### config.mk
export PLATFORM = sky130hd
export DESIGN_NAME = sesl_status
export DESIGN_NICKNAME = d
export VERILOG_FILES = /design/src/shared/sesl_pkg.sv /design/src/sesl_status.sv
export SDC_FILE = /design/constraint.sdc
export NUM_CORES = 1
export LEC_CHECK = 0
export BUFFER_PORTS_ARGS = -buffer_cell sky130_fd_sc_hd__buf_4
export CORE_ASPECT_RATIO = 1.25
export CORE_UTILIZATION = 25
export DETAILED_ROUTE_END_ITERATION = 12
export GPL_TIMING_DRIVEN = 0
export HOLD_SLACK_MARGIN = 0.15
export PLACE_DENSITY = 0.46
export SKIP_CTS_REPAIR_TIMING = 1
export SKIP_LAST_GASP = 1
export SLEW_MARGIN = 20
export SYNTH_ARGS = -nofsm -noshare
export SYNTH_HDL_FRONTEND = slang
export SYNTH_SLANG_ARGS = --single-unit
export TNS_END_PERCENT = 20
### constraint.sdc
create_clock -name ref_clk -period 1.4 [get_ports ref_clk]
set_input_delay 0.28 -clock ref_clk [delete_from_list [all_inputs] [get_ports ref_clk]]
set_output_delay 0.28 -clock ref_clk [all_outputs]
set_load 0.1 [all_outputs]
### src/shared/sesl_pkg.sv
// Constants and types for the standard event status logic
package sesl_pkg;
    // Standard event register bit positions
    localparam int SESL_EV_OPC = 0;
    localparam int SESL_EV_UNUSED1 = 1;
    localparam int SESL_EV_QUERY = 2;
    localparam int SESL_EV_DEVICE = 3;
    localparam int SESL_EV_EXEC = 4;
    localparam int SESL_EV_CMD = 5;
    localparam int SESL_EV_UNUSED6 = 6;
    localparam int SESL_EV_PON = 7;
    // Status byte bit positions
    localparam int SESL_SB_ERRQ = 2;
    localparam int SESL_SB_QUES = 3;
    localparam int SESL_SB_MAV = 4;
    localparam int SESL_SB_ESB = 5;
    localparam int SESL_SB_MSS = 6;
    // Bits that can ever hold a one in the event register
    localparam logic [7:0] SESL_EV_USED = 8'hBD;
    // Status byte bits other than MSS that can ever hold a one
    localparam logic [7:0] SESL_SB_USED = 8'h3C;
    // Reset values
    localparam logic [7:0] SESL_FLAGS_RST = 8'h80;
    localparam logic [7:0] SESL_MASK_RST = 8'h00;
    localparam logic [7:0] SESL_ZERO8 = 8'h00;

    // Common commands issued by the parser
    typedef enum logic [2:0] {
        SESL_CMD_NONE,
        SESL_CMD_CLS,
        SESL_CMD_ESE_WR,
        SESL_CMD_ESE_RD,
        SESL_CMD_ESR_RD,
        SESL_CMD_SRE_WR,
        SESL_CMD_SRE_RD,
        SESL_CMD_STB_RD
    } sesl_cmd_e;

    // Request from the command parser
    typedef struct packed {
        logic valid;
        sesl_cmd_e cmd;
        logic [7:0] value;
    } sesl_req_s;

    // Event pulses from the rest of the instrument
    typedef struct packed {
        logic opc_armed;
        logic ops_done;
        logic errq_empty_read;
        logic stale_read;
        logic buffer_full;
        logic device_fault;
        logic exec_fail;
        logic syntax_err;
    } sesl_evt_s;
endpackage

### src/sesl_status.sv
// Standard event register, enable masks and status byte summary
`timescale 1ns/10ps
module sesl_status
    import sesl_pkg::*;
(
    input wire logic ref_clk,
    input wire logic rst,
    input wire logic clk_en,
    input wire sesl_req_s req,
    input wire sesl_evt_s evt,
    input wire logic out_queue_avail,
    input wire logic out_buffer_full,
    input wire logic error_queue_nonempty,
    input wire logic questionable_summary,
    output logic resp_valid,
    output logic [7:0] resp_value,
    output logic [7:0] standard_event_flags,
    output logic [7:0] event_enable_mask,
    output logic [7:0] service_request_mask,
    output logic [7:0] status_byte,
    output logic acquire_halt
);
    logic [7:0] raw_events;
    logic [7:0] next_flags;
    logic [7:0] next_status;
    logic cmd_go;
    logic opc_pending;
    logic [7:0] next_event_mask;
    logic [7:0] next_service_mask;

    assign cmd_go = clk_en && req.valid;

    // Masks land at the same edge as the status byte, so the summary bits
    // never judge events against a stale mask for one cycle
    always_comb begin
        next_event_mask = event_enable_mask;
        if (cmd_go && req.cmd == SESL_CMD_ESE_WR) begin
            next_event_mask = req.value;
        end
    end

    always_comb begin
        next_service_mask = service_request_mask;
        if (cmd_go && req.cmd == SESL_CMD_SRE_WR) begin
            next_service_mask = req.value;
        end
    end

    // Completion request waits for pending operations
    always_ff @(posedge ref_clk or posedge rst) begin
        if (rst) begin
            opc_pending <= 1'b0;
        end else if (clk_en) begin
            if (evt.opc_armed && !evt.ops_done) begin
                opc_pending <= 1'b1;
            end else if (evt.ops_done) begin
                opc_pending <= 1'b0;
            end
        end
    end

    always_comb begin
        raw_events = SESL_ZERO8;
        raw_events[SESL_EV_OPC] = (opc_pending || evt.opc_armed) && evt.ops_done;
        raw_events[SESL_EV_QUERY] = evt.errq_empty_read || evt.stale_read
            || evt.buffer_full;
        raw_events[SESL_EV_DEVICE] = evt.device_fault;
        raw_events[SESL_EV_EXEC] = evt.exec_fail;
        raw_events[SESL_EV_CMD] = evt.syntax_err;
    end

    // Clear on query or clear-status, new events win over the clear
    always_comb begin
        next_flags = standard_event_flags;
        if (cmd_go && (req.cmd == SESL_CMD_CLS || req.cmd == SESL_CMD_ESR_RD)) begin
            next_flags = SESL_ZERO8;
        end
        next_flags = (next_flags | (raw_events & event_enable_mask))
            & SESL_EV_USED;
    end

    always_ff @(posedge ref_clk or posedge rst) begin
        if (rst) begin
            standard_event_flags <= SESL_FLAGS_RST;
        end else if (clk_en) begin
            standard_event_flags <= next_flags;
        end
    end

    always_ff @(posedge ref_clk or posedge rst) begin
        if (rst) begin
            event_enable_mask <= SESL_MASK_RST;
        end else if (clk_en) begin
            event_enable_mask <= next_event_mask;
        end
    end

    always_ff @(posedge ref_clk or posedge rst) begin
        if (rst) begin
            service_request_mask <= SESL_MASK_RST;
        end else if (clk_en) begin
            service_request_mask <= next_service_mask;
        end
    end

    always_comb begin
        next_status = SESL_ZERO8;
        next_status[SESL_SB_ERRQ] = error_queue_nonempty;
        next_status[SESL_SB_QUES] = questionable_summary;
        next_status[SESL_SB_MAV] = out_queue_avail;
        next_status[SESL_SB_ESB] = |(next_flags & next_event_mask);
        next_status[SESL_SB_MSS] = |(next_status & next_service_mask
            & SESL_SB_USED);
    end

    always_ff @(posedge ref_clk or posedge rst) begin
        if (rst) begin
            status_byte <= SESL_ZERO8;
        end else if (clk_en) begin
            status_byte <= next_status;
        end
    end

    always_ff @(posedge ref_clk or posedge rst) begin
        if (rst) begin
            acquire_halt <= 1'b0;
        end else if (clk_en) begin
            acquire_halt <= out_buffer_full;
        end
    end

    // Query answers, one cycle after the request
    always_ff @(posedge ref_clk or posedge rst) begin
        if (rst) begin
            resp_valid <= 1'b0;
            resp_value <= SESL_ZERO8;
        end else if (clk_en) begin
            resp_valid <= 1'b0;
            if (req.valid) begin
                case (req.cmd)
                    SESL_CMD_ESE_RD: begin
                        resp_valid <= 1'b1;
                        resp_value <= event_enable_mask;
                    end
                    SESL_CMD_ESR_RD: begin
                        resp_valid <= 1'b1;
                        resp_value <= standard_event_flags;
                    end
                    SESL_CMD_SRE_RD: begin
                        resp_valid <= 1'b1;
                        resp_value <= service_request_mask;
                    end
                    SESL_CMD_STB_RD: begin
                        resp_valid <= 1'b1;
                        resp_value <= status_byte;
                    end
                    default: begin
                        resp_valid <= 1'b0;
                    end
                endcase
            end
        end
    end

    // Event register
    a_unused_zero: assert property (@(posedge ref_clk) disable iff (rst)
        standard_event_flags[SESL_EV_UNUSED1] == 1'b0
        && standard_event_flags[SESL_EV_UNUSED6] == 1'b0)
        else $error("Unused event bit set");
    a_esr_clears: assert property (@(posedge ref_clk) disable iff (rst)
        (clk_en && req.valid && req.cmd == SESL_CMD_ESR_RD && raw_events == 8'h00)
        |=> standard_event_flags == 8'h00)
        else $error("Event query did not clear");
    a_cls_clears: assert property (@(posedge ref_clk) disable iff (rst)
        (cmd_go && req.cmd == SESL_CMD_CLS && raw_events == 8'h00)
        |=> standard_event_flags == 8'h00)
        else $error("Clear-status did not clear");
    a_esr_answer: assert property (@(posedge ref_clk) disable iff (rst)
        (clk_en && req.valid && req.cmd == SESL_CMD_ESR_RD)
        |=> resp_valid && resp_value == $past(standard_event_flags))
        else $error("Event query answer wrong");
    a_latch_holds: assert property (@(posedge ref_clk) disable iff (rst)
        (clk_en && !(req.valid && (req.cmd == SESL_CMD_CLS
        || req.cmd == SESL_CMD_ESR_RD)))
        |=> (standard_event_flags & $past(standard_event_flags))
        == $past(standard_event_flags))
        else $error("Event bit lost");
    a_gated_set: assert property (@(posedge ref_clk) disable iff (rst)
        clk_en |=> (standard_event_flags & ~$past(standard_event_flags)
        & ~$past(event_enable_mask)) == 8'h00)
        else $error("Masked event latched");
    a_opc_same: assert property (@(posedge ref_clk) disable iff (rst)
        (clk_en && evt.opc_armed && evt.ops_done && event_enable_mask[SESL_EV_OPC])
        |=> standard_event_flags[SESL_EV_OPC])
        else $error("Operation complete missed");
    a_opc_later: assert property (@(posedge ref_clk) disable iff (rst)
        (clk_en && opc_pending && evt.ops_done && event_enable_mask[SESL_EV_OPC])
        |=> standard_event_flags[SESL_EV_OPC])
        else $error("Delayed operation complete missed");
    a_query_err: assert property (@(posedge ref_clk) disable iff (rst)
        (clk_en && (evt.errq_empty_read || evt.stale_read || evt.buffer_full)
        && event_enable_mask[SESL_EV_QUERY])
        |=> standard_event_flags[SESL_EV_QUERY])
        else $error("Query error missed");
    a_device_err: assert property (@(posedge ref_clk) disable iff (rst)
        (clk_en && evt.device_fault && event_enable_mask[SESL_EV_DEVICE])
        |=> standard_event_flags[SESL_EV_DEVICE])
        else $error("Device error missed");
    a_exec_err: assert property (@(posedge ref_clk) disable iff (rst)
        (clk_en && evt.exec_fail && event_enable_mask[SESL_EV_EXEC])
        |=> standard_event_flags[SESL_EV_EXEC])
        else $error("Execution error missed");
    a_cmd_err: assert property (@(posedge ref_clk) disable iff (rst)
        (clk_en && evt.syntax_err && event_enable_mask[SESL_EV_CMD])
        |=> standard_event_flags[SESL_EV_CMD])
        else $error("Command error missed");

    // Masks, status byte and halt
    a_ese_write: assert property (@(posedge ref_clk) disable iff (rst)
        (cmd_go && req.cmd == SESL_CMD_ESE_WR)
        |=> event_enable_mask == $past(req.value))
        else $error("Enable mask not written");
    a_sre_write: assert property (@(posedge ref_clk) disable iff (rst)
        (cmd_go && req.cmd == SESL_CMD_SRE_WR)
        |=> service_request_mask == $past(req.value))
        else $error("Service mask not written");
    a_ese_query: assert property (@(posedge ref_clk) disable iff (rst)
        (clk_en && req.valid && req.cmd == SESL_CMD_ESE_RD)
        |=> resp_valid && resp_value == $past(event_enable_mask)
        && event_enable_mask == $past(event_enable_mask))
        else $error("Enable mask query wrong");
    a_sre_query: assert property (@(posedge ref_clk) disable iff (rst)
        (clk_en && req.valid && req.cmd == SESL_CMD_SRE_RD)
        |=> resp_valid && resp_value == $past(service_request_mask)
        && service_request_mask == $past(service_request_mask))
        else $error("Service mask query wrong");
    a_esb_summary: assert property (@(posedge ref_clk) disable iff (rst)
        status_byte[SESL_SB_ESB] == |(standard_event_flags & event_enable_mask))
        else $error("Event summary wrong");
    a_mss_summary: assert property (@(posedge ref_clk) disable iff (rst)
        status_byte[SESL_SB_MSS] == |(status_byte & service_request_mask
        & SESL_SB_USED))
        else $error("Master summary wrong");
    a_stb_answer: assert property (@(posedge ref_clk) disable iff (rst)
        (clk_en && req.valid && req.cmd == SESL_CMD_STB_RD)
        |=> resp_valid && resp_value == $past(status_byte))
        else $error("Status query answer wrong");
    a_stb_keeps: assert property (@(posedge ref_clk) disable iff (rst)
        (cmd_go && req.cmd == SESL_CMD_STB_RD && status_byte[SESL_SB_MSS]
        && status_byte[SESL_SB_ESB] && service_request_mask[SESL_SB_ESB])
        |=> status_byte[SESL_SB_MSS])
        else $error("Status query cleared summary");
    a_sb_unused: assert property (@(posedge ref_clk) disable iff (rst)
        (status_byte & ~(SESL_SB_USED | (8'h01 << SESL_SB_MSS))) == 8'h00)
        else $error("Unused status bit set");
    a_mav_follow: assert property (@(posedge ref_clk) disable iff (rst)
        clk_en |=> status_byte[SESL_SB_MAV] == $past(out_queue_avail))
        else $error("Message available wrong");
    a_halt_follow: assert property (@(posedge ref_clk) disable iff (rst)
        clk_en |=> acquire_halt == $past(out_buffer_full))
        else $error("Acquisition halt wrong");

    // Nothing moves while the clock enable is low, and writes give no answer
    a_state_frozen: assert property (@(posedge ref_clk) disable iff (rst)
        !clk_en |=> $stable(standard_event_flags) && $stable(event_enable_mask)
        && $stable(service_request_mask) && $stable(status_byte)
        && $stable(acquire_halt))
        else $error("State moved while frozen");
    a_write_silent: assert property (@(posedge ref_clk) disable iff (rst)
        (clk_en && req.valid && (req.cmd == SESL_CMD_CLS
        || req.cmd == SESL_CMD_ESE_WR || req.cmd == SESL_CMD_SRE_WR))
        |=> !resp_valid)
        else $error("Write gave an answer");

    c_opc_set: cover property (@(posedge ref_clk) disable iff (rst)
        $rose(standard_event_flags[SESL_EV_OPC]));
    c_esb_set: cover property (@(posedge ref_clk) disable iff (rst)
        $rose(status_byte[SESL_SB_ESB]));
    c_mss_set: cover property (@(posedge ref_clk) disable iff (rst)
        $rose(status_byte[SESL_SB_MSS]));
    c_esr_clear: cover property (@(posedge ref_clk) disable iff (rst)
        cmd_go && req.cmd == SESL_CMD_ESR_RD && standard_event_flags != 8'h00);
    c_stb_mss: cover property (@(posedge ref_clk) disable iff (rst)
        cmd_go && req.cmd == SESL_CMD_STB_RD && status_byte[SESL_SB_MSS]);
endmodule // sesl_status

==> results of run 1 <==
-- cell families after synthesis --
group	Yosys count
xor gates and xnor gates	1
AOI/OAI and AO/OA	50
and+or+nand+nor	44
other	1
DFF	38
buffers and inverters	19
muxes	25
-- flip-flops by register name (all words and copies together) (netlist names) --
signal and flops:
event_enable_mask 8, resp_value 8, service_request_mask 8, standard_event_flags 6, status_byte 5, acquire_halt 1
opc_pending 1, resp_valid 1
-- routing by layer --
layer  vias to the layer above  wire length, um  track usage, %  part of all wire [%]
met5                         -                0               0                     0
li1                        789                -               -                     -
met4                         0               86            4.95                   1.6
met3                         6              186            2.55                   3.4
met2                        41             2780            24.5                    50
met1                       784             2450            18.1                    45
-- through the flow --
step / instances / setup slack [ns]
4_1_cts: 345 / -0.242
2_1_floorplan: 182 / -0.126
3_5_place_dp: 337 / -0.557
6_report: 346 / -0.0150
3_3_place_gp: 336 / -0.547
5_1_grt: 346 / -0.123
-- worst paths after layout --
check / startpoint / to / slack (ns)
max in group asynchronous: rst / standard_event_flags[7] / 0.36
max: req[9] / status_byte[5] / -0.02
min reg2reg: resp_valid / resp_valid / 0.49
max reg2reg: opc_pending / status_byte[5] / 0.03
min in group asynchronous: rst / status_byte[4] / 0.51
min: evt[6] / opc_pending / 0.16
-- power by group through the flow --
stage          sequential (mW)  combinational [mW]  clock [mW]
2_1_floorplan             3.45               0.560           0
3_3_place_gp              1.65                3.06           0
3_5_place_dp              1.65                3.07           0
4_1_cts                   1.63                3.08       0.823
5_1_grt                   1.67                3.21       0.869
6_report                  1.62                3.10       0.797
-- critical path, cell delays in order --
cell and delay, ns:
buf_4 0.13, nand3b_1 0.24, or2_2 0.37, a22o_1 0.21, a22oi_2 0.22, a31oi_1 0.11
-- cell usage after synthesis (all sizes together) --
cell | number | area share, %
dfrtp | 37 | 48
mux2 | 19 | 11
o21ai | 15 | 3.9
nand2 | 14 | 2.7
buf | 11 | 4.2
a21oi | 10 | 2.6
nor2 | 10 | 1.9
a22oi | 7 | 3.0
inv | 7 | 1.4
mux2i | 6 | 3.1
nand3b | 6 | 2.3
or2 | 4 | 1.3
a221oi | 2 | 0.91
a22o | 2 | 0.91
a2bb2oi | 2 | 0.91
a31oi | 2 | 0.65
a32o | 2 | 1.0
nand2b | 2 | 0.78
nor3 | 2 | 0.52
o221ai | 2 | 0.91
a21o | 1 | 0.39
a311o | 1 | 0.52
a32oi | 1 | 0.45
and2 | 1 | 0.32
and2b | 1 | 0.39
and4b | 1 | 0.58
clkbuf | 1 | 0.19
conb | 1 | 0.19
dfstp | 1 | 1.4
nand4b | 1 | 0.45
nor2b | 1 | 0.32
nor4 | 1 | 0.32
o211ai | 1 | 0.39
o31ai | 1 | 0.39
o41ai | 1 | 0.84
xnor2 | 1 | 0.45
-- area by class of cell --
| cell class | instances | area share (%) |
|---|---|---|
| buffer | 12 | 3.34 |
| clock buffer | 7 | 3.20 |
| clock inverter | 1 | 0.185 |
| inverter | 7 | 0.974 |
| multi-input combinational | 125 | 33.6 |
| sequential | 38 | 36.1 |
| tap | 92 | 4.27 |
| timing repair buffer | 64 | 18.4 |
==> impl_metrics.json, run 1 <==
{
  "cellPowerDensity_nw_per_um2": 2040,
  "n_antenna_cell": 0,
  "path_class": "in -> reg",
  "yosys_warnings": 0,
  "whs_ns": 0.164,
  "postSynthCellCount": 178,
  "antenna_found_initial": 0,
  "status": "finished with violations",
  "combPwrFrac_pct": 56.1,
  "die_area_um2": 8060,
  "grt_pass1_vias": 1650,
  "yosys.area_share.xor_xnor_pct": 0.455,
  "totalPowerFinal_mw": 5.52,
  "core_um2": 7400,
  "grt_max_degree": 25,
  "synth_top_family_by_area": "compound AO/OA/AOI/OAI gates",
  "track_usage_pct": 14.4,
  "rows": 35,
  "end_kind": "flip-flop",
  "fin_ws_ns": -0.0150,
  "finalCriticalPeriod_ns": 1.42,
  "cts_max_path_buffers": 2,
  "rsz0062_at_grt": "yes",
  "ys_ff_latch": 38,
  "ios": 69,
  "layout_common_cells": "buf_4 (67), dfrtp_1 (20), mux2_2 (18)",
  "p_clk_share_pct": 14.4,
  "slew_headroom_pct": 62.0,
  "synthSimpleGateAreaFrac_pct": 12.0,
  "die_w_um": 80.5,
  "clkTransAtPathRegs_ns": 0.08,
  "synthDistinctLibCells": 42,
  "muxShareOfSynthArea_pct": 14.4,
  "gp_congestion": 0.767,
  "synth_compound_area_share_pct": 17.8,
  "hold_class": "in -> reg",
  "max_cap_viol_count": 0,
  "p_sw_mw": 3.04,
  "die_y_um": 100,
  "synth_fa_ha_area_share_pct": 0,
  "max_slew.worst_pin.slew_ns": 0.570,
  "htree_levels": 2,
  "start_util_pct": 26.0,
  "drc": 0,
  "reg2regPathDepth": 4,
  "nets": 280,
  "synth_area_um2": 1930,
  "grt_pass1_wl_um": 8620,
  "clk_latency_ns": 0.30,
  "synth_seq_area_share_pct": 49.4,
  "leakage_nw": 1.25,
  "synthToLayoutAreaGrowth_pct": 40.1,
  "multiInputGateArea_um2": 907,
  "place_area_um2": 2560,
  "fillCellCount": 796,
  "synth_area_per_cell_um2": 10.8,
  "setup_tns_ns": -0.0356,
  "start_kind": "input pin",
  "utilization_pct": 36.5,
  "clockRootBuffer": "clkbuf_8",
  "cts_tree": "built",
  "required_ns": 1.55,
  "dp_hpwl_um": 4250,
  "finClkSkew_ns": 0.00837,
  "drive_gt1_share_pct": 51.2,
  "grt_overflow": 0,
  "setup_viol": 3,
  "regArea_um2": 973,
  "drtPass1Iterations": 4,
  "drv_slew": 0,
  "crit_arrival_ns": 1.57,
  "ir_drop_mv": 0.761,
  "fmax_ghz": 0.707,
  "internal-power_mw": 2.48,
  "port_buffers": 62,
  "antenna_left": 0,
  "routed_via_density": 4.68,
  "crit_fanout": 6,
  "drt_iter0_drc": 48,
  "hold_depth": 2,
  "totalWireLength_um": 5500,
  "seq_power_share_pct": 29.4,
  "cts_buffers": 5,
  "vias": 1620,
  "violations": "negative setup slack",
  "netSwitchingFraction_pct": 55.0,
  "period_share_pct": 101,
  "clock-sinks": 38,
  "stdcell_area_um2": 2700,
  "wl_per_cell_um": 15.9,
  "hold_violations": 0,
  "final_common_cell": "buf_4"
}
(Power assumes the default switching activity.)
==> run 2, diff against run 1 <==
--- a/config.mk
+++ b/config.mk
@@ -5,13 +5,13 @@
 export SDC_FILE = /design/constraint.sdc
 export NUM_CORES = 1
 export LEC_CHECK = 0
-export BUFFER_PORTS_ARGS = -buffer_cell sky130_fd_sc_hd__buf_4
 export CORE_ASPECT_RATIO = 1.25
 export CORE_UTILIZATION = 25
 export DETAILED_ROUTE_END_ITERATION = 12
+export DONT_BUFFER_PORTS = 1
 export GPL_TIMING_DRIVEN = 0
 export HOLD_SLACK_MARGIN = 0.15
-export PLACE_DENSITY = 0.46
+export PLACE_DENSITY = 0.38
 export SKIP_CTS_REPAIR_TIMING = 1
 export SKIP_LAST_GASP = 1
 export SLEW_MARGIN = 20
==> impl_metrics.json, run 2 (synthesized netlist as in run 1, its figures left out) <==
{
  "status": "finished with violations",
  "violations": "negative setup slack",
  "slowest_stage": "dfrtp_4",
  "core_um2": 7400,
  "hold_depth": 2,
  "crit_arrival_ns": 1.71,
  "routed_via_density": 5.02,
  "antenna_found_initial": 0,
  "cts_max_path_buffers": 2,
  "cellPowerDensity_nw_per_um2": 2100,
  "gp_congestion": 0.812,
  "stdcell_area_um2": 2460,
  "clock-sinks": 38,
  "drive_gt1_share_pct": 40.0,
  "cp-startpoint": "event_enable_mask[0]",
  "ir_drop_mv": 0.806,
  "path_class": "reg -> reg",
  "finalCriticalPeriod_ns": 1.57,
  "period_share_pct": 112,
  "track_usage_pct": 14.5,
  "grt_pass1_wl_um": 8650,
  "max_stage_delay_ns": 0.64,
  "cts_buffers": 5,
  "htree_levels": 2,
  "crit_fanout": 5,
  "max_cap_viol_count": 0,
  "cts_tree": "built",
  "totalPowerFinal_mw": 5.17,
  "drtPass1Iterations": 4,
  "fmax_ghz": 0.636,
  "min_from": "req[0]",
  "start_util_pct": 26.0,
  "grt_overflow": 0,
  "port_buffers": 0,
  "drt_iter0_drc": 44,
  "hold_class": "in -> reg",
  "dp_hpwl_um": 4260,
  "clk_latency_ns": 0.29,
  "rows": 35,
  "antenna_left": 0,
  "layout_common_cells": "mux2_2 (16), dfrtp_1 (16), dfrtp_4 (15)",
  "leakage_nw": 1.01,
  "grt_max_degree": 21,
  "nets": 231,
  "drv_slew": 0,
  "rsz0062_at_grt": "yes",
  "place_area_um2": 2110,
  "reg_top3": "event_enable_mask (8), resp_value (8), service_request_mask (8)",
  "n_antenna_cell": 0,
  "vias": 1492,
  "clkTransAtPathRegs_ns": 0.08,
  "die_w_um": 80.5,
  "setup_viol": 23,
  "finClkSkew_ns": 0.00645,
  "grt_pass1_vias": 1511,
  "crit_chain": "o21ai_1 > a22oi_1 > nor4_2 > buf_4 > a31oi_1",
  "whs_ns": 0.148,
  "fin_cells": 297,
  "fillCellCount": 737,
  "max_slew.worst_pin.slew_ns": 0.955,
  "drc": 0,
  "setup_tns_ns": -2.22,
  "synthToLayoutAreaGrowth_pct": 27.6,
  "r2r-start": "event_enable_mask[0]",
  "placedCellCount": 275,
  "reg2regPathDepth": 5,
  "start_kind": "flip-flop",
  "clockRootBuffer": "clkbuf_8",
  "die_area_um2": 8060,
  "wl_per_cell_um": 18.8,
  "required_ns": 1.54,
  "fin_ws_ns": -0.173,
  "die_y_um": 100,
  "end_kind": "flip-flop",
  "ios": 69,
  "hold_violations": 0,
  "totalWireLength_um": 5590,
  "slew_headroom_pct": 36.4
}
[run 2: cell types whose count changed in the layout (fill, tap and decap cells not counted), moves of 3 or more]
cell	change
buf_4	-61
dfrtp_4	+15
dlygate4sd3_1	+12
dfrtp_2	-11
o21ai_0	-5
dfrtp_1	-4
mux2i_1	-3
o21ai_1	+3
[run 2: routing by layer]
layer,routed length (um),track usage [%],share of wire (%),vias to the layer above
li1,-,-,-,695
met2,2780,23.7,50,53
met3,475,5.00,8.5,7
met5,0,0,0,-
met4,80,4.67,1.4,0
met1,2250,17.8,40,737
[run 2: power by group]
group	leakage [nW]	switching, mW	internal, mW	total, mW
sequential	0.434	2.21	1.40	3.61
combinational	0.525	0.377	0.404	0.781
clock	0.0482	0.384	0.398	0.782
total	1.01	2.97	2.20	5.17
[run 2: per-stage QoR]
stage / worst slack [ns] / util, %
2_1_floorplan: -0.126 / -
3_3_place_gp: -0.544 / 28.1
3_5_place_dp: -0.560 / 28.5
4_1_cts: -0.452 / 29.7
5_1_grt: -0.246 / 33.2
6_report: -0.173 / 33.2
[run 2: cell type report]
| class | count | area, um2 | share of cell area, % |
|---|---|---|---|
| Clock inverter | 1 | 5.00 | 0.204 |
| Timing Repair Buffer | 15 | 165 | 6.72 |
| Tap cell | 92 | 115 | 4.68 |
| Sequential cell | 38 | 1020 | 41.5 |
| Buffer | 12 | 83.8 | 3.41 |
| Clock buffer | 7 | 86.3 | 3.51 |
| Inverter | 7 | 26.3 | 1.07 |
| Multi-Input combinational cell | 125 | 957 | 38.9 |
[run 2: path summary, 6_finish.rpt]
kind | slack [ns] | endpoint
worst max-delay path | -0.17 | status_byte[5]
worst min-delay path | 0.15 | event_enable_mask[0]
worst max register to register | -0.17 | status_byte[5]
worst min register to register | 0.54 | opc_pending
max in group asynchronous | 0.40 | standard_event_flags[7]
min in group asynchronous | 0.47 | status_byte[2]
[run 2: worst max-delay path: cells and delay by family (launching register included)]
kind	cells	cell delay (ns)
compound gates	3	0.38
buf+inv	1	0.16
flops	1	0.64
simple gates	1	0.26
==> run 3, diff against run 2 <==
--- a/config.mk
+++ b/config.mk
@@ -5,14 +5,16 @@
 export SDC_FILE = /design/constraint.sdc
 export NUM_CORES = 1
 export LEC_CHECK = 0
+export CELL_PAD_IN_SITES_DETAIL_PLACEMENT = 1
+export CELL_PAD_IN_SITES_GLOBAL_PLACEMENT = 1
 export CORE_ASPECT_RATIO = 1.25
 export CORE_UTILIZATION = 25
 export DETAILED_ROUTE_END_ITERATION = 12
 export DONT_BUFFER_PORTS = 1
 export GPL_TIMING_DRIVEN = 0
 export HOLD_SLACK_MARGIN = 0.15
-export PLACE_DENSITY = 0.38
-export SKIP_CTS_REPAIR_TIMING = 1
+export PLACE_DENSITY = 0.47
+export SETUP_SLACK_MARGIN = 0.1
 export SKIP_LAST_GASP = 1
 export SLEW_MARGIN = 20
 export SYNTH_ARGS = -nofsm -noshare
==> impl_metrics.json, run 3 (synthesized netlist as in run 1, its figures left out) <==
{
  "hold_depth": 1,
  "antenna_left": 0,
  "cts_buffers": 5,
  "gp_congestion": 0.765,
  "finalCriticalPeriod_ns": 1.57,
  "status": "finished with violations",
  "drv_slew": 0,
  "nets": 231,
  "antenna_found_initial": 0,
  "slew_headroom_pct": 38.8,
  "ir_drop_mv": 0.717,
  "cts_max_path_buffers": 2,
  "path_buf_inv": 1,
  "end_kind": "flip-flop",
  "reg2regPathDepth": 5,
  "drc": 0,
  "layout_common_cells": "mux2_2 (17), dfrtp_4 (15), nand2_1 (14)",
  "rsz0062_at_grt": "yes",
  "clkTransAtPathRegs_ns": 0.07,
  "crit_chain": "o21ai_1 > a22oi_1 > nor4_2 > buf_4 > a31oi_1",
  "r2r-start": "event_enable_mask[4]",
  "drt_iter0_drc": 69,
  "reg_top3": "event_enable_mask (8), resp_value (8), service_request_mask (8)",
  "period_share_pct": 112,
  "min_from": "req[5]",
  "totalPowerFinal_mw": 5.17,
  "final_common_cell": "mux2_2",
  "crit_arrival_ns": 1.71,
  "reg2reg_to": "status_byte[5]",
  "cts_tree": "built",
  "required_ns": 1.54,
  "port_buffers": 0,
  "finClkSkew_ns": 0.00284,
  "clockRootBuffer": "clkbuf_8",
  "grt_overflow": 0,
  "die_area_um2": 8060,
  "max_slew.worst_pin.slew_ns": 0.918,
  "leakage_nw": 0.986,
  "routed_via_density": 5.02,
  "drive_gt1_share_pct": 42.0,
  "track_usage_pct": 15.7,
  "vias": 1492,
  "clock-sinks": 38,
  "max_cap_viol_count": 0,
  "fin_ws_ns": -0.169,
  "drtPass1Iterations": 4,
  "ios": 69,
  "core_um2": 7400,
  "crit_fanout": 4,
  "reg2reg_setup_slack_ns": -0.17,
  "hold_class": "in -> reg",
  "cellPowerDensity_nw_per_um2": 2090,
  "grt_pass1_vias": 1696,
  "crit_family": "flip-flops",
  "slowest_stage": "dfrtp_4",
  "grt_max_degree": 22,
  "grt_pass1_wl_um": 9380,
  "start_kind": "flip-flop",
  "path_class": "reg -> reg",
  "clk_latency_ns": 0.29,
  "whs_ns": 0.164,
  "violations": "negative setup slack",
  "die_w_um": 80.5,
  "hold_violations": 0,
  "max_stage_delay_ns": 0.63,
  "die_y_um": 100,
  "rows": 35,
  "n_antenna_cell": 0,
  "dp_hpwl_um": 4580,
  "synthToLayoutAreaGrowth_pct": 28.0,
  "min_to": "service_request_mask[5]",
  "htree_levels": 2,
  "wl_per_cell_um": 20.3,
  "totalWireLength_um": 6030,
  "fmax_ghz": 0.637,
  "setup_viol": 14,
  "start_util_pct": 26.0
}
[run 3: changes by cell type in the layout (fill, tap and decap cells not counted), sizes merged]
| cell | previous run | this run |
|---|---|---|
| clkbuf | 8 | 9 |
| clkinv | 1 | 0 |
[run 3: report_power, final]
| part | leakage [nW] | internal [mW] | total (mW) | switching, mW |
|---|---|---|---|---|
| logic | 0.519 | 0.404 | 0.800 | 0.396 |
| clock network | 0.0395 | 0.355 | 0.742 | 0.388 |
| registers | 0.427 | 1.41 | 3.62 | 2.21 |
| total | 0.986 | 2.17 | 5.17 | 2.99 |
[run 3: layout make-up]
class | count | area [um2]
timing repair buffer | 15 | 165
tap | 92 | 115
buffer | 12 | 90.1
fill | 820 | 4930
clock buffer | 8 | 80.1
multi-input combinational | 125 | 962
sequential | 38 | 1030
inverter | 7 | 26.3
[run 3: per-layer routing]
| layer | wire (um) | up-vias | part of all wire, % | global-route usage, % |
|---|---|---|---|---|
| li1 | - | 687 | - | - |
| met1 | 2370 | 749 | 39 | 18.5 |
| met2 | 3140 | 49 | 52 | 27.3 |
| met3 | 440 | 7 | 7.3 | 4.91 |
| met4 | 80 | 0 | 1.3 | 4.26 |
| met5 | 0 | - | 0 | 0 |
[run 3: how the worst max path moves through the flow]
stage | endpoint | cells past startpoint | start
floorplan | status_byte[6] | 7 | req[10]
detailed placement | status_byte[5] | 6 | req[10]
global route | status_byte[5] | 5 | event_enable_mask[0]
global placement | status_byte[5] | 6 | req[10]
finish | status_byte[5] | 5 | event_enable_mask[4]
CTS | status_byte[5] | 5 | event_enable_mask[0]
[run 3: timing repair]
item,4_1_cts,5_1_grt
setup buffers,1,0
pin swaps,4,9
endpoints found under the setup margin,35,29
endpoints found under the hold margin,30,0
hold buffers,13,0
gates resized for setup,19,26
[run 3: through the flow]
| step | cells | setup WS (ns) | utilization [%] | area (um2) | TNS, ns |
|---|---|---|---|---|---|
| 6_report | 297 | -0.169 | 33.3 | 2470 | -1.33 |
| 5_1_grt | 297 | -0.224 | 33.3 | 2470 | -2.10 |
| 4_1_cts | 297 | -0.206 | 32.2 | 2390 | -1.89 |
| 3_5_place_dp | 275 | -0.617 | 28.7 | 2130 | -2.53 |
| 3_3_place_gp | 274 | -0.568 | 28.4 | 2100 | -11.46 |
| 2_1_floorplan | 182 | -0.102 | - | 1980 | -0.201 |
